File: config.mk
export PLATFORM = sky130hd
export DESIGN_NAME = msq_sequencer
export DESIGN_NICKNAME = d
export VERILOG_FILES = /design/src/msq_pkg.sv /design/src/msq_stage_timer.sv /design/src/msq_sequencer.sv
export SDC_FILE = /design/constraint.sdc
export NUM_CORES = 1
export LEC_CHECK = 0
export CAP_MARGIN = 0
export CORE_UTILIZATION = 65
export CTS_BUF_LIST = sky130_fd_sc_hd__clkbuf_8
export DETAILED_ROUTE_END_ITERATION = 10
export DONT_BUFFER_PORTS = 1
export PLACE_DENSITY = 0.81
export SYNTH_ARGS = -nofsm -noshare
export SYNTH_HDL_FRONTEND = slang
export SYNTH_SLANG_ARGS = --single-unit
File: constraint.sdc
create_clock -name ref_clk -period 8.5 [get_ports ref_clk]
set_clock_uncertainty 0.05 [all_clocks]
set_input_delay 0.425 -clock ref_clk [delete_from_list [all_inputs] [get_ports ref_clk]]
set_output_delay 0.425 -clock ref_clk [all_outputs]
set_load 0.005 [all_outputs]
File: src/msq_pkg.sv
// Purpose: shared constants and types of the multispeed stage sequencer
// Assumes: 100 MHz ref_clk, 32-bit plain register port with byte addresses
// Notes:   frequencies in 0.01 Hz units, stage times in 0.1 s units
package msq_pkg;
	localparam int NSTAGE  = 8;
	localparam int FREQ_W  = 16;
	localparam int TIME_W  = 16;
	localparam int MULT_W  = 6;
	localparam int TICKS_W = TIME_W + MULT_W;
	localparam int ADDR_W  = 8;
	localparam int DATA_W  = 32;

	// register byte offsets; table regions hold one word per stage
	localparam logic [7:0] OFS_MODE   = 8'h00;
	localparam logic [7:0] OFS_MULT   = 8'h04;
	localparam logic [7:0] OFS_CFG    = 8'h08;
	localparam logic [7:0] OFS_STATUS = 8'h0c;
	localparam logic [7:0] OFS_FREQ   = 8'h20;
	localparam logic [7:0] OFS_ACT    = 8'h40;
	localparam logic [7:0] OFS_TIME   = 8'h60;

	// configuration register fields
	localparam int CFG_SRC_LSB    = 0;
	localparam int CFG_RSRC_LSB   = 4;
	localparam int CFG_COMMREV    = 6;
	localparam int CFG_RAMPTERM   = 7;

	// run modes of the automatic sequencer
	localparam logic [1:0] MODE_OFF  = 2'h0;
	localparam logic [1:0] MODE_ONCE = 2'h1;
	localparam logic [1:0] MODE_LOOP = 2'h2;
	localparam logic [1:0] MODE_HOLD = 2'h3;

	// run command sources
	localparam logic [1:0] RSRC_PANEL = 2'h0;
	localparam logic [1:0] RSRC_TERM  = 2'h1;
	localparam logic [1:0] RSRC_COMM  = 2'h2;

	// values after reset and legal limits
	localparam logic [1:0]        MODE_RST   = 2'h0;
	localparam logic [MULT_W-1:0] MULT_RST   = 6'h01;
	localparam logic [MULT_W-1:0] MULT_MAX   = 6'h3c;
	localparam logic [TIME_W-1:0] TIME_RST   = 16'h00c8;
	localparam logic [TIME_W-1:0] TIME_MAX   = 16'hea60;
	localparam logic [11:0]       ACT_RST    = 12'h011;
	localparam logic [FREQ_W-1:0] FREQ_RST   = 16'h0000;
	localparam logic [3:0]        SRC_PRESET = 4'h6;
	localparam logic [7:0]        CFG_RST    = 8'h00;

	// timer tick of 0.1 s
	localparam int TICK_NS       = 100000000;
	localparam int CLK_PERIOD_NS = 10;
	localparam int TICK_CYCLES   = TICK_NS / CLK_PERIOD_NS;

	typedef enum logic [2:0] {
		ST_IDLE,
		ST_RUN,
		ST_ZERO,
		ST_HOLD,
		ST_DONE,
		ST_PRESET
	} msq_state_type;
endpackage

File: src/msq_stage_timer.sv
// Purpose: stage duration timer counting 0.1 s ticks
// Assumes: load carries the already scaled duration in ticks, never zero
// Notes:   hold freezes both the prescaler and the tick count
`timescale 1ns/1ps
module msq_stage_timer import msq_pkg::*; #(
	parameter int TICK_CYCLES_P = TICK_CYCLES
) (
	input  wire logic               ref_clk,
	input  wire logic               reset_n,
	input  wire logic               clk_en,
	input  wire logic               load,
	input  wire logic [TICKS_W-1:0] load_ticks,
	input  wire logic               hold,
	output logic                    expired_q
);
	localparam int PRE_W = $clog2(TICK_CYCLES_P + 1);

	logic [PRE_W-1:0]   pre_q, pre_d;
	logic [TICKS_W-1:0] count_q, count_d;
	logic               expired_d;

	// prescaler makes the tick, count runs down to zero once per stage
	always_comb begin
		pre_d     = pre_q;
		count_d   = count_q;
		expired_d = 1'b0;
		if (load) begin
			pre_d   = '0;
			count_d = load_ticks;
		end else if (!hold && count_q != '0) begin
			if (pre_q == PRE_W'(TICK_CYCLES_P - 1)) begin
				pre_d   = '0;
				count_d = count_q - TICKS_W'(1);
				expired_d = (count_q == TICKS_W'(1));
			end else begin
				pre_d = pre_q + PRE_W'(1);
			end
		end
	end

	always_ff @(posedge ref_clk or negedge reset_n) begin
		if (!reset_n) begin
			pre_q     <= '0;
			count_q   <= '0;
			expired_q <= 1'b0;
		end else if (clk_en) begin
			pre_q     <= pre_d;
			count_q   <= count_d;
			expired_q <= expired_d;
		end
	end

	chk_timer_load_value: assert property (@(posedge ref_clk) disable iff (!reset_n)
		clk_en && load |=> count_q == $past(load_ticks))
		else $error("stage timer did not load the scaled duration");

	chk_timer_expire_zero: assert property (@(posedge ref_clk) disable iff (!reset_n)
		expired_q |-> count_q == '0)
		else $error("stage timer expired with ticks left");
endmodule

File: src/msq_sequencer.sv
// Purpose: eight-stage preset speed and automatic timed stage sequencer
// Assumes: terminal pins are asynchronous, pid_active and at_zero are on ref_clk
// Notes:   the ramp generator itself lives outside; this block picks setpoint and ramp
`timescale 1ns/1ps
module msq_sequencer import msq_pkg::*; #(
	parameter int TICK_CYCLES_P = TICK_CYCLES
) (
	input  wire logic              ref_clk,
	input  wire logic              reset_n,
	input  wire logic              clk_en,
	input  wire logic [ADDR_W-1:0] reg_addr,
	input  wire logic [DATA_W-1:0] reg_wr_data,
	input  wire logic              reg_wr_en,
	input  wire logic              reg_rd_en,
	output logic [DATA_W-1:0]      reg_rd_data_q,
	input  wire logic [2:0]        speed_sel,
	input  wire logic              forward_terminal,
	input  wire logic              reverse_terminal,
	input  wire logic [1:0]        ramp_sel_term,
	input  wire logic              run_cmd,
	input  wire logic              ext_stop,
	input  wire logic              seq_pause,
	input  wire logic              seq_inhibit,
	input  wire logic              pid_active,
	input  wire logic              at_zero,
	output logic [FREQ_W-1:0]      freq_set_q,
	output logic                   dir_rev_q,
	output logic [1:0]             ramp_sel_q,
	output logic                   ramp_decel_q,
	output logic                   stop_req_q,
	output logic                   stage_done_q,
	output logic                   cycle_done_q,
	output logic [2:0]             stage_q
);
	localparam int PIN_W = 11;

	logic [PIN_W-1:0]  pin_meta_q, pin_sync_q;
	logic [2:0]        s_speed;
	logic              s_fwd, s_rev, s_run, s_stop, s_pause, s_inhibit;
	logic [1:0]        s_ramp;

	logic [1:0]        stage_run_mode_q, stage_run_mode_d;
	logic [MULT_W-1:0] stage_time_multiplier_q, stage_time_multiplier_d;
	logic [7:0]        cfg_q, cfg_d;
	logic [FREQ_W-1:0] freq_q [NSTAGE];
	logic [FREQ_W-1:0] freq_d [NSTAGE];
	logic [11:0]       stage_action_code_q [NSTAGE];
	logic [11:0]       stage_action_code_d [NSTAGE];
	logic [TIME_W-1:0] stage_run_time_q [NSTAGE];
	logic [TIME_W-1:0] stage_run_time_d [NSTAGE];
	logic [DATA_W-1:0] rd_data_d;

	msq_state_type     state_q, state_d;
	logic [2:0]        stage_d, tgt_idx, nxt_idx, first_idx;
	logic              nxt_found, first_found, enter, tload;
	logic [FREQ_W-1:0] freq_set_d;
	logic              dir_rev_d, ramp_decel_d, stop_req_d, stage_done_d, cycle_done_d;
	logic [1:0]        ramp_sel_d;
	logic              auto_en, preset_ok, stop_cond, tmr_expired;
	logic [TICKS_W-1:0] load_ticks;
	logic [3:0]        wr_digit2, wr_digit1, wr_digit0;
	logic [2:0]        wr_idx;

	// terminal pins pass two flops; only the second stage is read
	always_ff @(posedge ref_clk or negedge reset_n) begin
		if (!reset_n) begin
			pin_meta_q <= '0;
			pin_sync_q <= '0;
		end else if (clk_en) begin
			pin_meta_q <= {speed_sel, forward_terminal, reverse_terminal, ramp_sel_term,
				run_cmd, ext_stop, seq_pause, seq_inhibit};
			pin_sync_q <= pin_meta_q;
		end
	end
	assign {s_speed, s_fwd, s_rev, s_ramp, s_run, s_stop, s_pause, s_inhibit} = pin_sync_q;

	assign wr_idx    = reg_addr[4:2];
	assign wr_digit2 = reg_wr_data[11:8];
	assign wr_digit1 = reg_wr_data[7:4];
	assign wr_digit0 = reg_wr_data[3:0];

	// register writes; out-of-range multiplier, action code and time values are dropped so the old setting stays
	always_comb begin
		stage_run_mode_d        = stage_run_mode_q;
		stage_time_multiplier_d = stage_time_multiplier_q;
		cfg_d                   = cfg_q;
		freq_d                  = freq_q;
		stage_action_code_d     = stage_action_code_q;
		stage_run_time_d        = stage_run_time_q;
		if (reg_wr_en) begin
			case (reg_addr[7:5])
				3'h0: begin
					if (reg_addr[4:2] == OFS_MODE[4:2])
						stage_run_mode_d = reg_wr_data[1:0];
					if (reg_addr[4:2] == OFS_MULT[4:2] && reg_wr_data[31:MULT_W] == '0
						&& reg_wr_data[MULT_W-1:0] != '0
						&& reg_wr_data[MULT_W-1:0] <= MULT_MAX)
						stage_time_multiplier_d = reg_wr_data[MULT_W-1:0];
					if (reg_addr[4:2] == OFS_CFG[4:2])
						cfg_d = reg_wr_data[7:0];
				end
				OFS_FREQ[7:5]: freq_d[wr_idx] = reg_wr_data[FREQ_W-1:0];
				OFS_ACT[7:5]: begin
					if (reg_wr_data[31:12] == '0 && wr_digit2 <= 4'h1
						&& wr_digit1 >= 4'h1 && wr_digit1 <= 4'h4
						&& wr_digit0 >= 4'h1 && wr_digit0 <= 4'h4)
						stage_action_code_d[wr_idx] = reg_wr_data[11:0];
				end
				OFS_TIME[7:5]: begin
					if (reg_wr_data[31:TIME_W] == '0 && reg_wr_data[TIME_W-1:0] <= TIME_MAX)
						stage_run_time_d[wr_idx] = reg_wr_data[TIME_W-1:0];
				end
				default: ;
			endcase
		end
	end

	// read data stands in the cycle after the strobe; unmapped reads give zero
	always_comb begin
		rd_data_d = '0;
		if (reg_rd_en) begin
			case (reg_addr[7:5])
				3'h0: begin
					case (reg_addr[4:2])
						OFS_MODE[4:2]:   rd_data_d = {30'h0, stage_run_mode_q};
						OFS_MULT[4:2]:   rd_data_d = {26'h0, stage_time_multiplier_q};
						OFS_CFG[4:2]:    rd_data_d = {24'h0, cfg_q};
						OFS_STATUS[4:2]: rd_data_d = {22'h0, ramp_decel_q, ramp_sel_q,
							dir_rev_q, state_q, stage_q};
						default:         rd_data_d = '0;
					endcase
				end
				OFS_FREQ[7:5]: rd_data_d = {16'h0, freq_q[wr_idx]};
				OFS_ACT[7:5]:  rd_data_d = {20'h0, stage_action_code_q[wr_idx]};
				OFS_TIME[7:5]: rd_data_d = {16'h0, stage_run_time_q[wr_idx]};
				default:       rd_data_d = '0;
			endcase
		end
	end

	always_ff @(posedge ref_clk or negedge reset_n) begin
		if (!reset_n) begin
			stage_run_mode_q        <= MODE_RST;
			stage_time_multiplier_q <= MULT_RST;
			cfg_q                   <= CFG_RST;
			reg_rd_data_q           <= '0;
			for (int i = 0; i < NSTAGE; i++) begin
				freq_q[i]              <= FREQ_RST;
				stage_action_code_q[i] <= ACT_RST;
				stage_run_time_q[i]    <= TIME_RST;
			end
		end else if (clk_en) begin
			stage_run_mode_q        <= stage_run_mode_d;
			stage_time_multiplier_q <= stage_time_multiplier_d;
			cfg_q                   <= cfg_d;
			reg_rd_data_q           <= rd_data_d;
			freq_q                  <= freq_d;
			stage_action_code_q     <= stage_action_code_d;
			stage_run_time_q        <= stage_run_time_d;
		end
	end

	// lowest stage with a nonzero time, overall and after the current one
	always_comb begin
		nxt_found   = 1'b0;
		nxt_idx     = '0;
		first_found = 1'b0;
		first_idx   = '0;
		for (int k = NSTAGE - 1; k >= 0; k--) begin
			if (stage_run_time_q[k] != '0) begin
				first_found = 1'b1;
				first_idx   = 3'(k);
				if (3'(k) > stage_q) begin
					nxt_found = 1'b1;
					nxt_idx   = 3'(k);
				end
			end
		end
	end

	// feedback control has priority, inhibit terminal blocks as well
	assign auto_en   = stage_run_mode_q != MODE_OFF && !pid_active && !s_inhibit;
	assign preset_ok = cfg_q[CFG_SRC_LSB +: 4] == SRC_PRESET;
	assign stop_cond = !s_run || s_stop || !auto_en;
	assign load_ticks = {6'h0, stage_run_time_q[tgt_idx]}
		* {16'h0, stage_time_multiplier_q};

	// sequencer: picks the stage, then setpoint, direction and ramp for it
	always_comb begin
		state_d      = state_q;
		stage_d      = stage_q;
		freq_set_d   = freq_set_q;
		dir_rev_d    = dir_rev_q;
		ramp_sel_d   = ramp_sel_q;
		ramp_decel_d = ramp_decel_q;
		stop_req_d   = 1'b0;
		stage_done_d = 1'b0;
		cycle_done_d = 1'b0;
		enter        = 1'b0;
		tload        = 1'b0;
		tgt_idx      = stage_q;
		case (state_q)
			ST_IDLE: begin
				freq_set_d = '0;
				if (s_run && !s_stop && auto_en && first_found) begin
					state_d = ST_RUN;
					enter   = 1'b1;
					tload   = 1'b1;
					tgt_idx = first_idx;
				end else if (s_run && !s_stop && !auto_en && preset_ok) begin
					state_d = ST_PRESET;
					enter   = 1'b1;
					tgt_idx = s_speed;
				end
			end
			ST_RUN: begin
				if (stop_cond) begin
					state_d = ST_IDLE;
				end else if (tmr_expired) begin
					stage_done_d = 1'b1;
					if (nxt_found) begin
						enter   = 1'b1;
						tload   = 1'b1;
						tgt_idx = nxt_idx;
					end else begin
						cycle_done_d = 1'b1;
						if (stage_run_mode_q == MODE_HOLD) begin
							state_d = ST_HOLD;
						end else begin
							state_d      = ST_ZERO;
							freq_set_d   = '0;
							ramp_decel_d = 1'b1;
							ramp_sel_d   = 2'(stage_action_code_q[stage_q][3:0] - 4'h1);
						end
					end
				end
			end
			ST_ZERO: begin
				if (stop_cond) begin
					state_d = ST_IDLE;
				end else if (at_zero) begin
					if (stage_run_mode_q == MODE_ONCE) begin
						stop_req_d = 1'b1;
						state_d    = ST_DONE;
					end else if (first_found) begin
						state_d = ST_RUN;
						enter   = 1'b1;
						tload   = 1'b1;
						tgt_idx = first_idx;
					end else begin
						state_d = ST_IDLE;
					end
				end
			end
			ST_HOLD: begin
				if (stop_cond)
					state_d = ST_IDLE;
			end
			ST_DONE: begin
				// wait for run to drop so a held run level does not restart the cycle
				freq_set_d = '0;
				if (!s_run)
					state_d = ST_IDLE;
			end
			ST_PRESET: begin
				if (!s_run || s_stop || auto_en || !preset_ok) begin
					state_d = ST_IDLE;
				end else if (s_speed != stage_q) begin
					enter   = 1'b1;
					tgt_idx = s_speed;
				end else begin
					freq_set_d = freq_q[stage_q];
				end
			end
			default: state_d = ST_IDLE;
		endcase
		if (enter) begin
			stage_d    = tgt_idx;
			freq_set_d = freq_q[tgt_idx];
			dir_rev_d  = stage_action_code_q[tgt_idx][8];
			if (freq_q[tgt_idx] < freq_set_q) begin
				ramp_decel_d = 1'b1;
				ramp_sel_d   = 2'(stage_action_code_q[stage_q][3:0] - 4'h1);
			end else begin
				ramp_decel_d = 1'b0;
				ramp_sel_d   = 2'(stage_action_code_q[tgt_idx][7:4] - 4'h1);
			end
		end
		if (state_d == ST_PRESET) begin
			// terminal and comm run sources override the stored direction
			if (cfg_q[CFG_RSRC_LSB +: 2] == RSRC_TERM)
				dir_rev_d = s_rev && !s_fwd;
			else if (cfg_q[CFG_RSRC_LSB +: 2] == RSRC_COMM)
				dir_rev_d = cfg_q[CFG_COMMREV];
			if (cfg_q[CFG_RAMPTERM])
				ramp_sel_d = s_ramp;
		end
	end

	msq_stage_timer #(
		.TICK_CYCLES_P (TICK_CYCLES_P)
	) u_timer (
		.ref_clk    (ref_clk),
		.reset_n    (reset_n),
		.clk_en     (clk_en),
		.load       (tload),
		.load_ticks (load_ticks),
		.hold       (s_pause),
		.expired_q  (tmr_expired)
	);

	always_ff @(posedge ref_clk or negedge reset_n) begin
		if (!reset_n) begin
			state_q      <= ST_IDLE;
			stage_q      <= '0;
			freq_set_q   <= '0;
			dir_rev_q    <= 1'b0;
			ramp_sel_q   <= '0;
			ramp_decel_q <= 1'b0;
			stop_req_q   <= 1'b0;
			stage_done_q <= 1'b0;
			cycle_done_q <= 1'b0;
		end else if (clk_en) begin
			state_q      <= state_d;
			stage_q      <= stage_d;
			freq_set_q   <= freq_set_d;
			dir_rev_q    <= dir_rev_d;
			ramp_sel_q   <= ramp_sel_d;
			ramp_decel_q <= ramp_decel_d;
			stop_req_q   <= stop_req_d;
			stage_done_q <= stage_done_d;
			cycle_done_q <= cycle_done_d;
		end
	end

	chk_mode_off_idle: assert property (@(posedge ref_clk) disable iff (!reset_n)
		clk_en && stage_run_mode_q == MODE_OFF |=> state_q != ST_RUN)
		else $error("sequencer ran with run mode off");
	chk_pid_blocks_seq: assert property (@(posedge ref_clk) disable iff (!reset_n)
		clk_en && pid_active |=> !(state_q inside {ST_RUN, ST_ZERO, ST_HOLD}))
		else $error("sequencer ran while feedback control active");
	chk_mult_range: assert property (@(posedge ref_clk) disable iff (!reset_n)
		stage_time_multiplier_q >= MULT_RST && stage_time_multiplier_q <= MULT_MAX)
		else $error("multiplier out of range");
	chk_action_code_ok: assert property (@(posedge ref_clk) disable iff (!reset_n)
		stage_action_code_q[stage_q][11:8] <= 4'h1
		&& stage_action_code_q[stage_q][7:4] inside {[4'h1:4'h4]}
		&& stage_action_code_q[stage_q][3:0] inside {[4'h1:4'h4]})
		else $error("illegal action code stored");
	chk_once_stop_req: assert property (@(posedge ref_clk) disable iff (!reset_n)
		clk_en && state_q == ST_ZERO && at_zero && !stop_cond
		&& stage_run_mode_q == MODE_ONCE |=> stop_req_q && state_q == ST_DONE)
		else $error("no stop request after cycle in mode 1");
	chk_loop_restart: assert property (@(posedge ref_clk) disable iff (!reset_n)
		clk_en && state_q == ST_ZERO && at_zero && !stop_cond && first_found
		&& stage_run_mode_q == MODE_LOOP |=> state_q == ST_RUN && stage_q == $past(first_idx))
		else $error("mode 2 did not restart at first stage");
	chk_hold_stable: assert property (@(posedge ref_clk) disable iff (!reset_n)
		state_q == ST_HOLD && $past(state_q) == ST_HOLD |-> $stable(freq_set_q))
		else $error("setpoint moved while holding last stage");
	chk_skip_zero_time: assert property (@(posedge ref_clk) disable iff (!reset_n)
		state_q == ST_RUN |-> stage_run_time_q[stage_q] != '0)
		else $error("stage with zero time was run");
	chk_decel_on_drop: assert property (@(posedge ref_clk) disable iff (!reset_n)
		clk_en && enter && freq_q[tgt_idx] < freq_set_q
		&& !(state_d == ST_PRESET && cfg_q[CFG_RAMPTERM])
		|=> ramp_decel_q && ramp_sel_q == 2'($past(stage_action_code_q[stage_q][3:0]) - 4'h1))
		else $error("wrong ramp on slower stage");
	chk_accel_on_rise: assert property (@(posedge ref_clk) disable iff (!reset_n)
		clk_en && enter && freq_q[tgt_idx] >= freq_set_q && state_d == ST_RUN
		|=> !ramp_decel_q && ramp_sel_q == 2'($past(stage_action_code_q[tgt_idx][7:4]) - 4'h1))
		else $error("wrong ramp on faster stage");
endmodule

==> After elaboration in Yosys (flattened, before gate mapping) <==
Index checks and enable logic that the tools add are counted.
{ "word_totals": {"out_inout_bits": 58, "register_bits": 498, "elab_cells": 334, "input_bits": 58} }
{ "classes": {"n_lt_le_gt_ge": 20, "n_reduce_logical": 65, "addsub": 4, "n_mul": 1, "muxes": 170, "bitwise_logic": 3, "n_eq_ne": 29} }
{ "ops": {"columns": ["cell", "n"], "rows": [
  ["two-way mux 16 bit", 18],
  ["bitwise mux 128 bit", 2],
  ["binary-select mux 16 bit (select 3 bit)", 5],
  ["two-way mux 3 bit", 46],
  ["one-hot mux 32 bit (4 select lines)", 1],
  ["nonzero test 16 bit", 8],
  ["binary-select mux 12 bit (select 3 bit)", 3],
  ["bitwise mux 96 bit", 1],
  ["two-way mux 24 bit", 3],
  ["two-way mux 22 bit", 3],
  ["two-way mux 1 bit", 63],
  ["demux 16 bit (select 3 bit)", 1],
  ["one-hot mux 16 bit (3 select lines)", 1],
  ["one-hot mux 10 bit (4 select lines)", 1],
  ["demux 12 bit (select 3 bit)", 1],
  ["two-way mux 12 bit", 3],
  ["two-way mux 32 bit", 1],
  ["zero test 26 bit", 1],
  ["adder 24 x 1 -> 24 bit, second input constant", 1],
  ["== test 24 bit, second input constant", 1],
  ["== test 22 x 1 -> 1 bit, second input constant", 1],
  ["multiplier 16 x 6 -> 22 bit", 1],
  ["two-way mux 2 bit", 11],
  ["nonzero test 22 bit", 1],
  ["45 further kinds", 114]
]} }

==> Depth between registers and ports, before layout <==
Gate-level depths: netlist of run 1.
{ "logic_depth": {"ltp_word": 30, "ltp_mapped": 33} }

==> Hierarchy <==
Synthesis of run 1 repeated with hierarchy kept, for this count alone.
{ "unflattened": {"cells_unflattened": 2701, "hier_area_um2": 30671.9} }
{ "modules_own_cells": {"columns": ["mod", "cells_each", "area_each_um2", "seq_area_each_um2", "n_inst"], "rows": [
  ["msq_sequencer", 2356, 27637.8, 10936.7, 1],
  ["msq_stage_timer", 345, 3034.2, 1176.1, 1]
]} }

==> Worst setup path after synthesis of run 1 <==
OpenSTA, ideal clock, no wires.
{ "synth_path": {"path_type": "reg-to-reg", "start": "register stage_run_time_q[75] in the netlist's numbering", "end": "register u_timer.count_q[21]", "path_buffers": 4, "slack_ps": 1096, "t_required_ps": 8321, "arrival_time_ps": 7226, "setup_ps": 129, "period_less_slack_ps": 7404, "path_stages_with_launch": 33, "cell_sequence": "dfrtp_1 nor4_2 and4_1 buf_2 nor3_1 a311o_1 o21ai_2 or4b_1 o221a_2 buf_6 buf_6 buf_6 mux2i_1 a211oi_1 a31oi_4 nand2b_1 fa_1 fa_1 fa_1 inv_1 ha_1 nor2b_1 o21ai_0 a21boi_0 o21ai_0 a21boi_0 o21ai_0 a21boi_0 o21ai_0 a211oi_1 o311ai_0 a21o_1 nand3_1"} }
{ "synth_via": {"elab_chain_cells": 18, "elab_cells_between_ends": 51, "classes_between": "mul: 1; mux: 44; bitwise: 1; reduce/logical: 5"} }
{ "synth_lines": {"columns": ["element", "line_no", "source"], "rows": [
  ["from (decl)", "msq_sequencer.sv:49", "logic [TIME_W-1:0] stage_run_time_q [NSTAGE];"],
  ["from (signal assigned)", "msq_sequencer.sv:159", "stage_run_time_q <= stage_run_time_d;"],
  ["nonzero test 16 bit", "msq_sequencer.sv:170", "if (stage_run_time_q[k] != '0) begin"],
  ["two-way mux 3 bit or two-way mux 1 bit (tied branches)", "msq_sequencer.sv:170", null],
  ["two-way mux 3 bit or two-way mux 1 bit (tied branches)", "msq_sequencer.sv:173", "if (3'(k) > stage_q) begin"],
  ["two-way mux 3 bit or two-way mux 1 bit (tied branches)", "msq_sequencer.sv:170", null],
  ["two-way mux 3 bit or two-way mux 1 bit (tied branches)", "msq_sequencer.sv:173", null],
  ["two-way mux 3 bit or two-way mux 1 bit (tied branches)", "msq_sequencer.sv:170", null],
  ["two-way mux 3 bit or two-way mux 1 bit (tied branches)", "msq_sequencer.sv:173", null],
  ["two-way mux 3 bit or two-way mux 1 bit (tied branches)", "msq_sequencer.sv:170", null],
  ["two-way mux 3 bit", "msq_sequencer.sv:221", "if (nxt_found) begin"],
  ["two-way mux 3 bit", "msq_sequencer.sv:219", "end else if (tmr_expired) begin"],
  ["two-way mux 3 bit", "msq_sequencer.sv:217", "if (stop_cond) begin"],
  ["one-hot mux 3 bit (4 select lines)", "msq_sequencer.sv:202", "case (state_q)"],
  ["NOT 3 -> 4 bit (implied by the code)", "msq_sequencer.sv:185", "assign load_ticks = {6'h0, stage_run_time_q[tgt_idx]}"],
  ["binary-select mux 16 bit (select 3 bit)", "msq_sequencer.sv:185", null],
  ["two-way mux 16 bit (implied by the code) (2 in series)", "msq_sequencer.sv:185", null],
  ["multiplier 16 x 6 -> 22 bit", "msq_sequencer.sv:186", "* {16'h0, stage_time_multiplier_q};"],
  ["two-way mux 22 bit", "msq_stage_timer.sv:27", "if (load) begin"],
  ["to (signal assigned)", "msq_stage_timer.sv:48", "count_q <= count_d;"],
  ["to (decl)", "msq_stage_timer.sv:19", "logic [TICKS_W-1:0] count_q, count_d;"]
]} }
Parallel ways exist; a longest one is shown, timed or not. The select of a mux whose other input is x is not followed.
A chain may end at the register's enable or synchronous reset.

==> Worst setup path after layout of run 1 <==
{ "layout_path": {"start": "register stage_run_time_q[120] in the netlist's numbering", "end": "register u_timer.count_q[20]"} }
{ "layout_via": {"elab_chain_cells": 13, "elab_cells_between_ends": 33, "classes_between": "mul: 1; mux: 26; bitwise: 1; reduce/logical: 5"} }
{ "layout_lines": {"columns": ["element", "line_no", "source"], "rows": [
  ["nonzero test 16 bit", "msq_sequencer.sv:170", null],
  ["two-way mux 3 bit or two-way mux 1 bit (tied branches)", "msq_sequencer.sv:170", null],
  ["two-way mux 3 bit", "msq_sequencer.sv:245", "end else if (first_found) begin"],
  ["two-way mux 3 bit", "msq_sequencer.sv:242", "if (stage_run_mode_q == MODE_ONCE) begin"],
  ["two-way mux 3 bit", "msq_sequencer.sv:241", "end else if (at_zero) begin"],
  ["two-way mux 3 bit", "msq_sequencer.sv:239", "if (stop_cond) begin"],
  ["one-hot mux 3 bit (4 select lines)", "msq_sequencer.sv:202", null],
  ["NOT 3 -> 4 bit (implied by the code)", "msq_sequencer.sv:185", null],
  ["binary-select mux 16 bit (select 3 bit)", "msq_sequencer.sv:185", null],
  ["two-way mux 16 bit (implied by the code) (2 in series)", "msq_sequencer.sv:185", null],
  ["multiplier 16 x 6 -> 22 bit", "msq_sequencer.sv:186", null],
  ["two-way mux 22 bit", "msq_stage_timer.sv:27", null]
]} }
Parallel ways exist; a longest one is shown, timed or not. The select of a mux whose other input is x is not followed.

==> results_dict.tcl, run 1 <==
set metrics [dict create \
    area_growth_pct 8.78 \
    power_density_nw_per_um2 157 \
    violations "hold timing, slew limit" \
    clock-root-buffer "clkbuf_8" \
    worst_pin_slew_ns 2.38 \
    arrival_ns 8.68 \
    htreeDepth 3 \
    grt_use_total_pct 36.4 \
    place_hpwl_mm 55.5 \
    worstSetupPathType "reg2reg" \
    grt_pass1_wl_mm 132 \
    swShare_pct 26.6 \
    port_buffers 0 \
    seqPwrFrac_pct 47.3 \
    synthFlopType "dfrtp_1" \
    drt-pass1-iter-count 7 \
    period_share_pct 96.3 \
    synth_seq_area_share_pct 39.5 \
    p_total_mw 5.22 \
    fin_crit_ns 8.19 \
    start_kind "register" \
    avgRoutedWirePerCell_um 25.8 \
    ant_nets 0 \
    floorplan.initialDensity_pct 65.8 \
    cp_max_fo 5 \
    crit_path_end_kind "register" \
    clock_sinks 482 \
    clk_pin_slew_worst_paths_ns 0.06 \
    vias_per_cell 6.93 \
    synth_cells 2683 \
    cts_tree "built" \
    clockBufferDepth 3 \
    ys.warnings.count 0 \
    first_iter_violations 2840 \
    holdCritPathClass "in2async" \
    std_cell_rows 79 \
    maxSlewHeadroom_pct -59.0 \
    crit_buf_inv 5 \
    finalMaxSlewViolations 366 \
    avgSynthCellArea_um2 11.4 \
    power_switching_mw 1.39 \
    reg2reg_from "stage_run_time_q[120]$_DFFE_PN0P_" \
    cts_buffers 80 \
    p_leak_nw 15.0 \
    grt_max_degree 483 \
    synth.cell_area_um2 30700 \
    io-pin-count 116 \
    ys_seq_elements 482 \
    final_net_count 2841 \
    die_w_um 219 \
    layout-drive-gt1-share_pct 30.5 \
    critPathMaxStageDelay_ns 0.59 \
    async_flop_share_pct 100 \
    power.internal_mw 3.83 \
    cpMaxStageDelayCell "o41ai_4" \
    setup_tns_ns 0 \
    die_y_um 219 \
    gp_congestion 0.947 \
    hold_buffers 31 \
    die_area_um2 48000 \
    cp_top_family "compound AO/OA/AOI/OAI gates" \
    ir_drop_mv 0.161 \
    overflow 0 \
    wirelength_mm 86.5 \
    synth.distinct_cells 91 \
    core-area_um2 46600 \
    remaining_drc_errors 0 \
    setup_viol 0 \
    hold_viol_final 441 \
    max_cap_viol_count 0 \
    outcome "finished, violations left" \
    grt_pass1_vias 22700 \
    max_freq_ghz 0.122 \
    synth_edf_count 0 \
    clk_latency_ns 0.68 \
    crit_required_ns 8.99 \
    fillers 3100 \
    timing.hold.ws_ns -0.589 \
    combPwrFrac_pct 11.6 \
    cp_common_cell "a21oi_1" \
    clockPowerShare_pct 41.1 \
    antenna_found_initial 4 \
    worstSetupStartpoint "stage_run_time_q[120]$_DFFE_PN0P_" \
    vias 23200 \
]
[worst reg2reg max path, delay by kind of cell, from the launching register on]
kind,cells,cell delay [ns]
flops,1,0.40
compound gates,16,3.16
simple gates,8,2.14
fa+ha+maj,4,1.65
buf+inv,5,0.65
[per-layer routing]
layer	vias to the layer above	routed length, um	GRT usage [%]
met1	11700	33600	49.4
met3	321	9480	10.1
met4	6	4340	17.0
met2	1387	39000	54.4
met5	-	64	0.521
li1	9815	-	-
[logic make-up (layout without fill, tap and decap cells)]
family                   after synthesis  count (layout)  synth area share [%]
flip-flops                           482             482                  39.5
AND/OR/NAND/NOR                      663             665                  11.6
other                                  1              18                0.0122
XOR/XNOR                              25              25                 0.714
AO/OA/AOI/OAI                        436             436                  10.2
buffers and inverters                327             367                  4.47
adder cells (fa/ha/maj)              105             105                  5.68
multiplexers                         644             644                  27.8
[state kept, by name (all words and copies together) (netlist names), 2 cells and up]
register	flops
cfg_q	8
freq_q	128
freq_set_q	16
pin_meta_q	11
pin_sync_q	11
ramp_sel_q	2
reg_rd_data_q	16
stage_action_code_q	96
stage_q	3
stage_run_mode_q	2
stage_run_time_q	128
stage_time_multiplier_q	6
state_q	3
u_timer.count_q	22
u_timer.pre_q	24
[power groups by stage]
stage	clock network [mW]	registers (mW)	logic [mW]
after detailed placement	0	2.51	0.533
after global routing	2.25	2.48	0.639
after CTS	2.15	2.47	0.584
after global placement	0	2.50	0.514
final	2.14	2.47	0.603
after floorplan	0	2.47	0.465
[metrics by stage]
step / std cells / hold slack [ns] / area, um^2 / worst slack [ns] / util, %
final: 3349 / -0.589 / 33300 / 0.311 / 71.6
after global routing: 3349 / -0.627 / 33300 / -0.0555 / 71.6
after CTS: 3338 / -0.636 / 33100 / 0.0104 / 71.1
after detailed placement: 3163 / 0.0898 / 31100 / -0.0266 / 66.7
after global placement: 3163 / 0.0952 / 31100 / 0.242 / 66.7
after floorplan: 2698 / 0.0794 / 30700 / 1.10 / -
[layout make-up]
cell class,count,area [um^2],share of cell area (%)
flip-flops and latches,482,12100,36.3
multi-input cells,1891,17500,52.4
inverters,123,462,1.38
well taps,607,759,2.28
repair buffers,100,868,2.60
diodes,2,5.00,0.0150
clock inverters,38,214,0.642
clock buffers,106,1460,4.38
[path summary, 6_finish.rpt]
kind,cells past startpoint,slack [ns],to
max reg2reg,33,0.31,u_timer.count_q[20]$_DFFE_PN0P_
max in group asynchronous,0,7.00,stage_q[1]$_DFFE_PN0P_
min reg2reg,1,0.43,stage_action_code_q[31]$_DFFE_PN0P_
max,33,0.31,u_timer.count_q[20]$_DFFE_PN0P_
min in group ref_clk,3,0.04,ramp_sel_q[0]$_DFFE_PN0P_
min,0,-0.59,u_timer.pre_q[13]$_DFFE_PN0P_
[repair_timing]
action	4_1_cts	5_1_grt
endpoints found under the hold margin	862	482
resized for setup	2	34
endpoints found under the setup margin	1	11
gates cloned	0	2
pin swaps	0	6
setup buffers	0	7
[cell usage after synthesis (20+ instances only)]
| master | n | area [um^2] |
|---|---|---|
| dfstp_2 | 41 | 1080 |
| nand3_1 | 24 | 120 |
| and2_1 | 48 | 300 |
| nand2_1 | 189 | 709 |
| a22oi_1 | 20 | 150 |
| buf_1 | 25 | 93.8 |
| o21ai_0 | 87 | 435 |
| nand2b_1 | 21 | 131 |
| inv_1 | 120 | 450 |
| nor3_1 | 22 | 110 |
| mux4_2 | 124 | 2790 |
| buf_2 | 25 | 125 |
| clkbuf_1 | 129 | 484 |
| nor2b_1 | 118 | 738 |
| ha_1 | 48 | 601 |
| mux2i_1 | 120 | 1200 |
| mux2_2 | 392 | 4410 |
| a22o_1 | 26 | 228 |
| dfrtp_1 | 441 | 11000 |
| nor4_1 | 34 | 213 |
| nor2_1 | 98 | 368 |
| a21oi_1 | 71 | 355 |
| a211oi_1 | 54 | 405 |
| fa_1 | 57 | 1140 |
[placed cells by master (no fill, tap or decap), drive strengths merged, types with 7 or more instances in the layout]
cell	count
a22o	26
buf	71
mux2i	120
nor2	98
nand4	18
a31oi	25
xnor2	11
clkbuf	106
clkinv	7
nor2b	118
nand2b	21
nand2	192
a21o	12
nor4	51
mux4	124
and3	12
a22oi	20
nand3	24
conb	16
nor3	22
a211oi	54
ha	48
o21ai	104
dfstp	41
mux2	400
xor2	14
and2	48
or2	10
fa	57
inv	150
o2bb2ai	14
nand3b	13
o22ai	11
a21oi	72
a31o	18
or3	13
dlygate4sd3	29
o211ai	23
dfrtp	441
Power figures use the tool's default switching activity.
==> inputs of run 2 (changes only) <==
--- a/config.mk
+++ b/config.mk
@@ -10,7 +10,10 @@
 export CTS_BUF_LIST = sky130_fd_sc_hd__clkbuf_8
 export DETAILED_ROUTE_END_ITERATION = 10
 export DONT_BUFFER_PORTS = 1
+export HOLD_SLACK_MARGIN = 0.1
 export PLACE_DENSITY = 0.81
+export RECOVER_POWER = 50
 export SYNTH_ARGS = -nofsm -noshare
 export SYNTH_HDL_FRONTEND = slang
 export SYNTH_SLANG_ARGS = --single-unit
+export TNS_END_PERCENT = 1
==> results_dict.tcl, run 2 (synthesis results as in run 1) <==
set metrics [dict create \
    core-area_um2 46600 \
    die_w_um 219 \
    place_hpwl_mm 55.5 \
    critPathMaxStageDelay_ns 0.58 \
    htreeDepth 3 \
    maxSlewHeadroom_pct -69.0 \
    start_kind "register" \
    vias 23200 \
    p_leak_nw 15.0 \
    vias_per_cell 6.92 \
    timing.hold.ws_ns -0.589 \
    std_cell_rows 79 \
    remaining_drc_errors 0 \
    setup_viol 0 \
    die_area_um2 48000 \
    cts_buffers 80 \
    overflow 0 \
    clock-root-buffer "clkbuf_8" \
    grt_use_total_pct 36.3 \
    power_density_nw_per_um2 156 \
    arrival_ns 8.65 \
    clock_sinks 482 \
    antenna_found_initial 2 \
    ant_nets 0 \
    period_share_pct 96.0 \
    reg2reg_from "stage_run_time_q[121]$_DFFE_PN0P_" \
    crit_path_end_kind "register" \
    drt-pass1-iter-count 8 \
    wirelength_mm 86.3 \
    grt_pass1_wl_mm 132 \
    max_freq_ghz 0.123 \
    area_growth_pct 8.91 \
    utilization_pct 71.7 \
    max_cap_viol_count 0 \
    outcome "finished, violations left" \
    layout_common_cells "dfrtp_1 (439), mux2_2 (392), nand2_1 (189), inv_1 (148), mux4_2 (124)" \
    fillers 3095 \
    die_y_um 219 \
    hold_viol_final 415 \
    top_regs "freq_q x128, stage_run_time_q x128, stage_action_code_q x96" \
    avgRoutedWirePerCell_um 25.7 \
    worstSetupStartpoint "stage_run_time_q[121]$_DFFE_PN0P_" \
    hold_buffers 35 \
    final_net_count 2845 \
    grt_max_degree 483 \
    finalMaxSlewViolations 319 \
    cpMaxStageDelayCell "o41ai_4" \
    holdCritPathClass "in2async" \
    clk_pin_slew_worst_paths_ns 0.06 \
    violations "hold timing, slew limit" \
    rsz0062_at_grt "yes" \
    ir_drop_mv 0.161 \
    crit_required_ns 8.99 \
    clk_latency_ns 0.68 \
    final_common_cell "dfrtp_1" \
    layout-drive-gt1-share_pct 30.4 \
    worst_pin_slew_ns 2.53 \
    floorplan.initialDensity_pct 65.8 \
    reg2reg_slack_ns 0.34 \
    port_buffers 0 \
    gp_congestion 0.947 \
    io-pin-count 116 \
    worstSetupPathType "reg2reg" \
    cp_max_fo 13 \
    first_iter_violations 2898 \
    grt_pass1_vias 22800 \
    cts_tree "built" \
    fin_crit_ns 8.16 \
    clockBufferDepth 3 \
]
run 2: cell types whose count changed in the layout (fill, tap and decap cells not counted):
cell,before,now
a21boi_0,2,1
a21boi_1,2,3
diode_2,2,4
dlygate4sd3_1,29,33
nor4_1,29,30
nor4_2,13,12
run 2: layout make-up:
type                    count  area (um^2)  share of cell area (%)
inverters                 123          462                    1.38
well taps                 607          759                    2.28
repair buffers            104          908                    2.72
flip-flops and latches    482        12100                    36.3
multi-input cells        1891        17500                    52.3
diodes                      4         10.0                  0.0300
clock inverters            38          214                   0.641
clock buffers             106         1460                    4.37
run 2: through the flow:
| stage | setup slack [ns] | setup TNS [ns] | cell area [um^2] | power, mW | std cells |
|---|---|---|---|---|---|
| finish | 0.341 | 0 | 33400 | 5.21 | 3355 |
| global route | -0.0631 | -0.0631 | 33400 | 5.37 | 3352 |
| CTS | 0.0104 | 0 | 33100 | 5.20 | 3342 |
| detailed placement | -0.0266 | -0.0266 | 31100 | 3.04 | 3163 |
| global placement | 0.242 | 0 | 31100 | 3.01 | 3163 |
| floorplan | 1.10 | 0 | 30700 | 2.94 | 2698 |
run 2: what timing repair did:
| item | CTS | global route |
|---|---|---|
| setup buffers | 0 | 7 |
| cloned | 0 | 2 |
| pin swaps | 0 | 6 |
| hold endpoints to repair | 869 | 482 |
| gates resized for setup | 2 | 34 |
| setup endpoints to repair | 1 | 11 |
run 2: routing by layer:
| metal | track usage, % | wire [um] |
|---|---|---|
| met1 | 49.3 | 33500 |
| met2 | 54.4 | 39100 |
| met3 | 10.1 | 9450 |
| met4 | 16.7 | 4190 |
| met5 | 0.521 | 75 |
run 2: power breakdown:
group	total [mW]	internal, mW	switching, mW
sequential	2.47	2.38	0.0888
combinational	0.606	0.277	0.329
clock	2.14	1.17	0.965
run 2: critical path: cells and delay by family, from the launching register on:
kind / cells / cell delay (ns)
adder cells (fa/ha/maj): 4 / 1.75
buffers and inverters: 5 / 0.61
flip-flops: 1 / 0.41
AO/OA/AOI/OAI: 13 / 2.92
AND/OR/NAND/NOR: 8 / 2.28
run 2: path summary, 6_finish.rpt:
check | cells after the start | to
setup / recovery | 30 | u_timer.count_q[20]$_DFFE_PN0P_
hold / removal | 0 | u_timer.pre_q[13]$_DFFE_PN0P_
setup reg to reg | 30 | u_timer.count_q[20]$_DFFE_PN0P_
hold reg to reg | 1 | stage_action_code_q[7]$_DFFE_PN0P_
max in group asynchronous | 0 | stage_q[1]$_DFFE_PN0P_
min in group ref_clk | 3 | reg_rd_data_q[9]$_DFFE_PN0P_
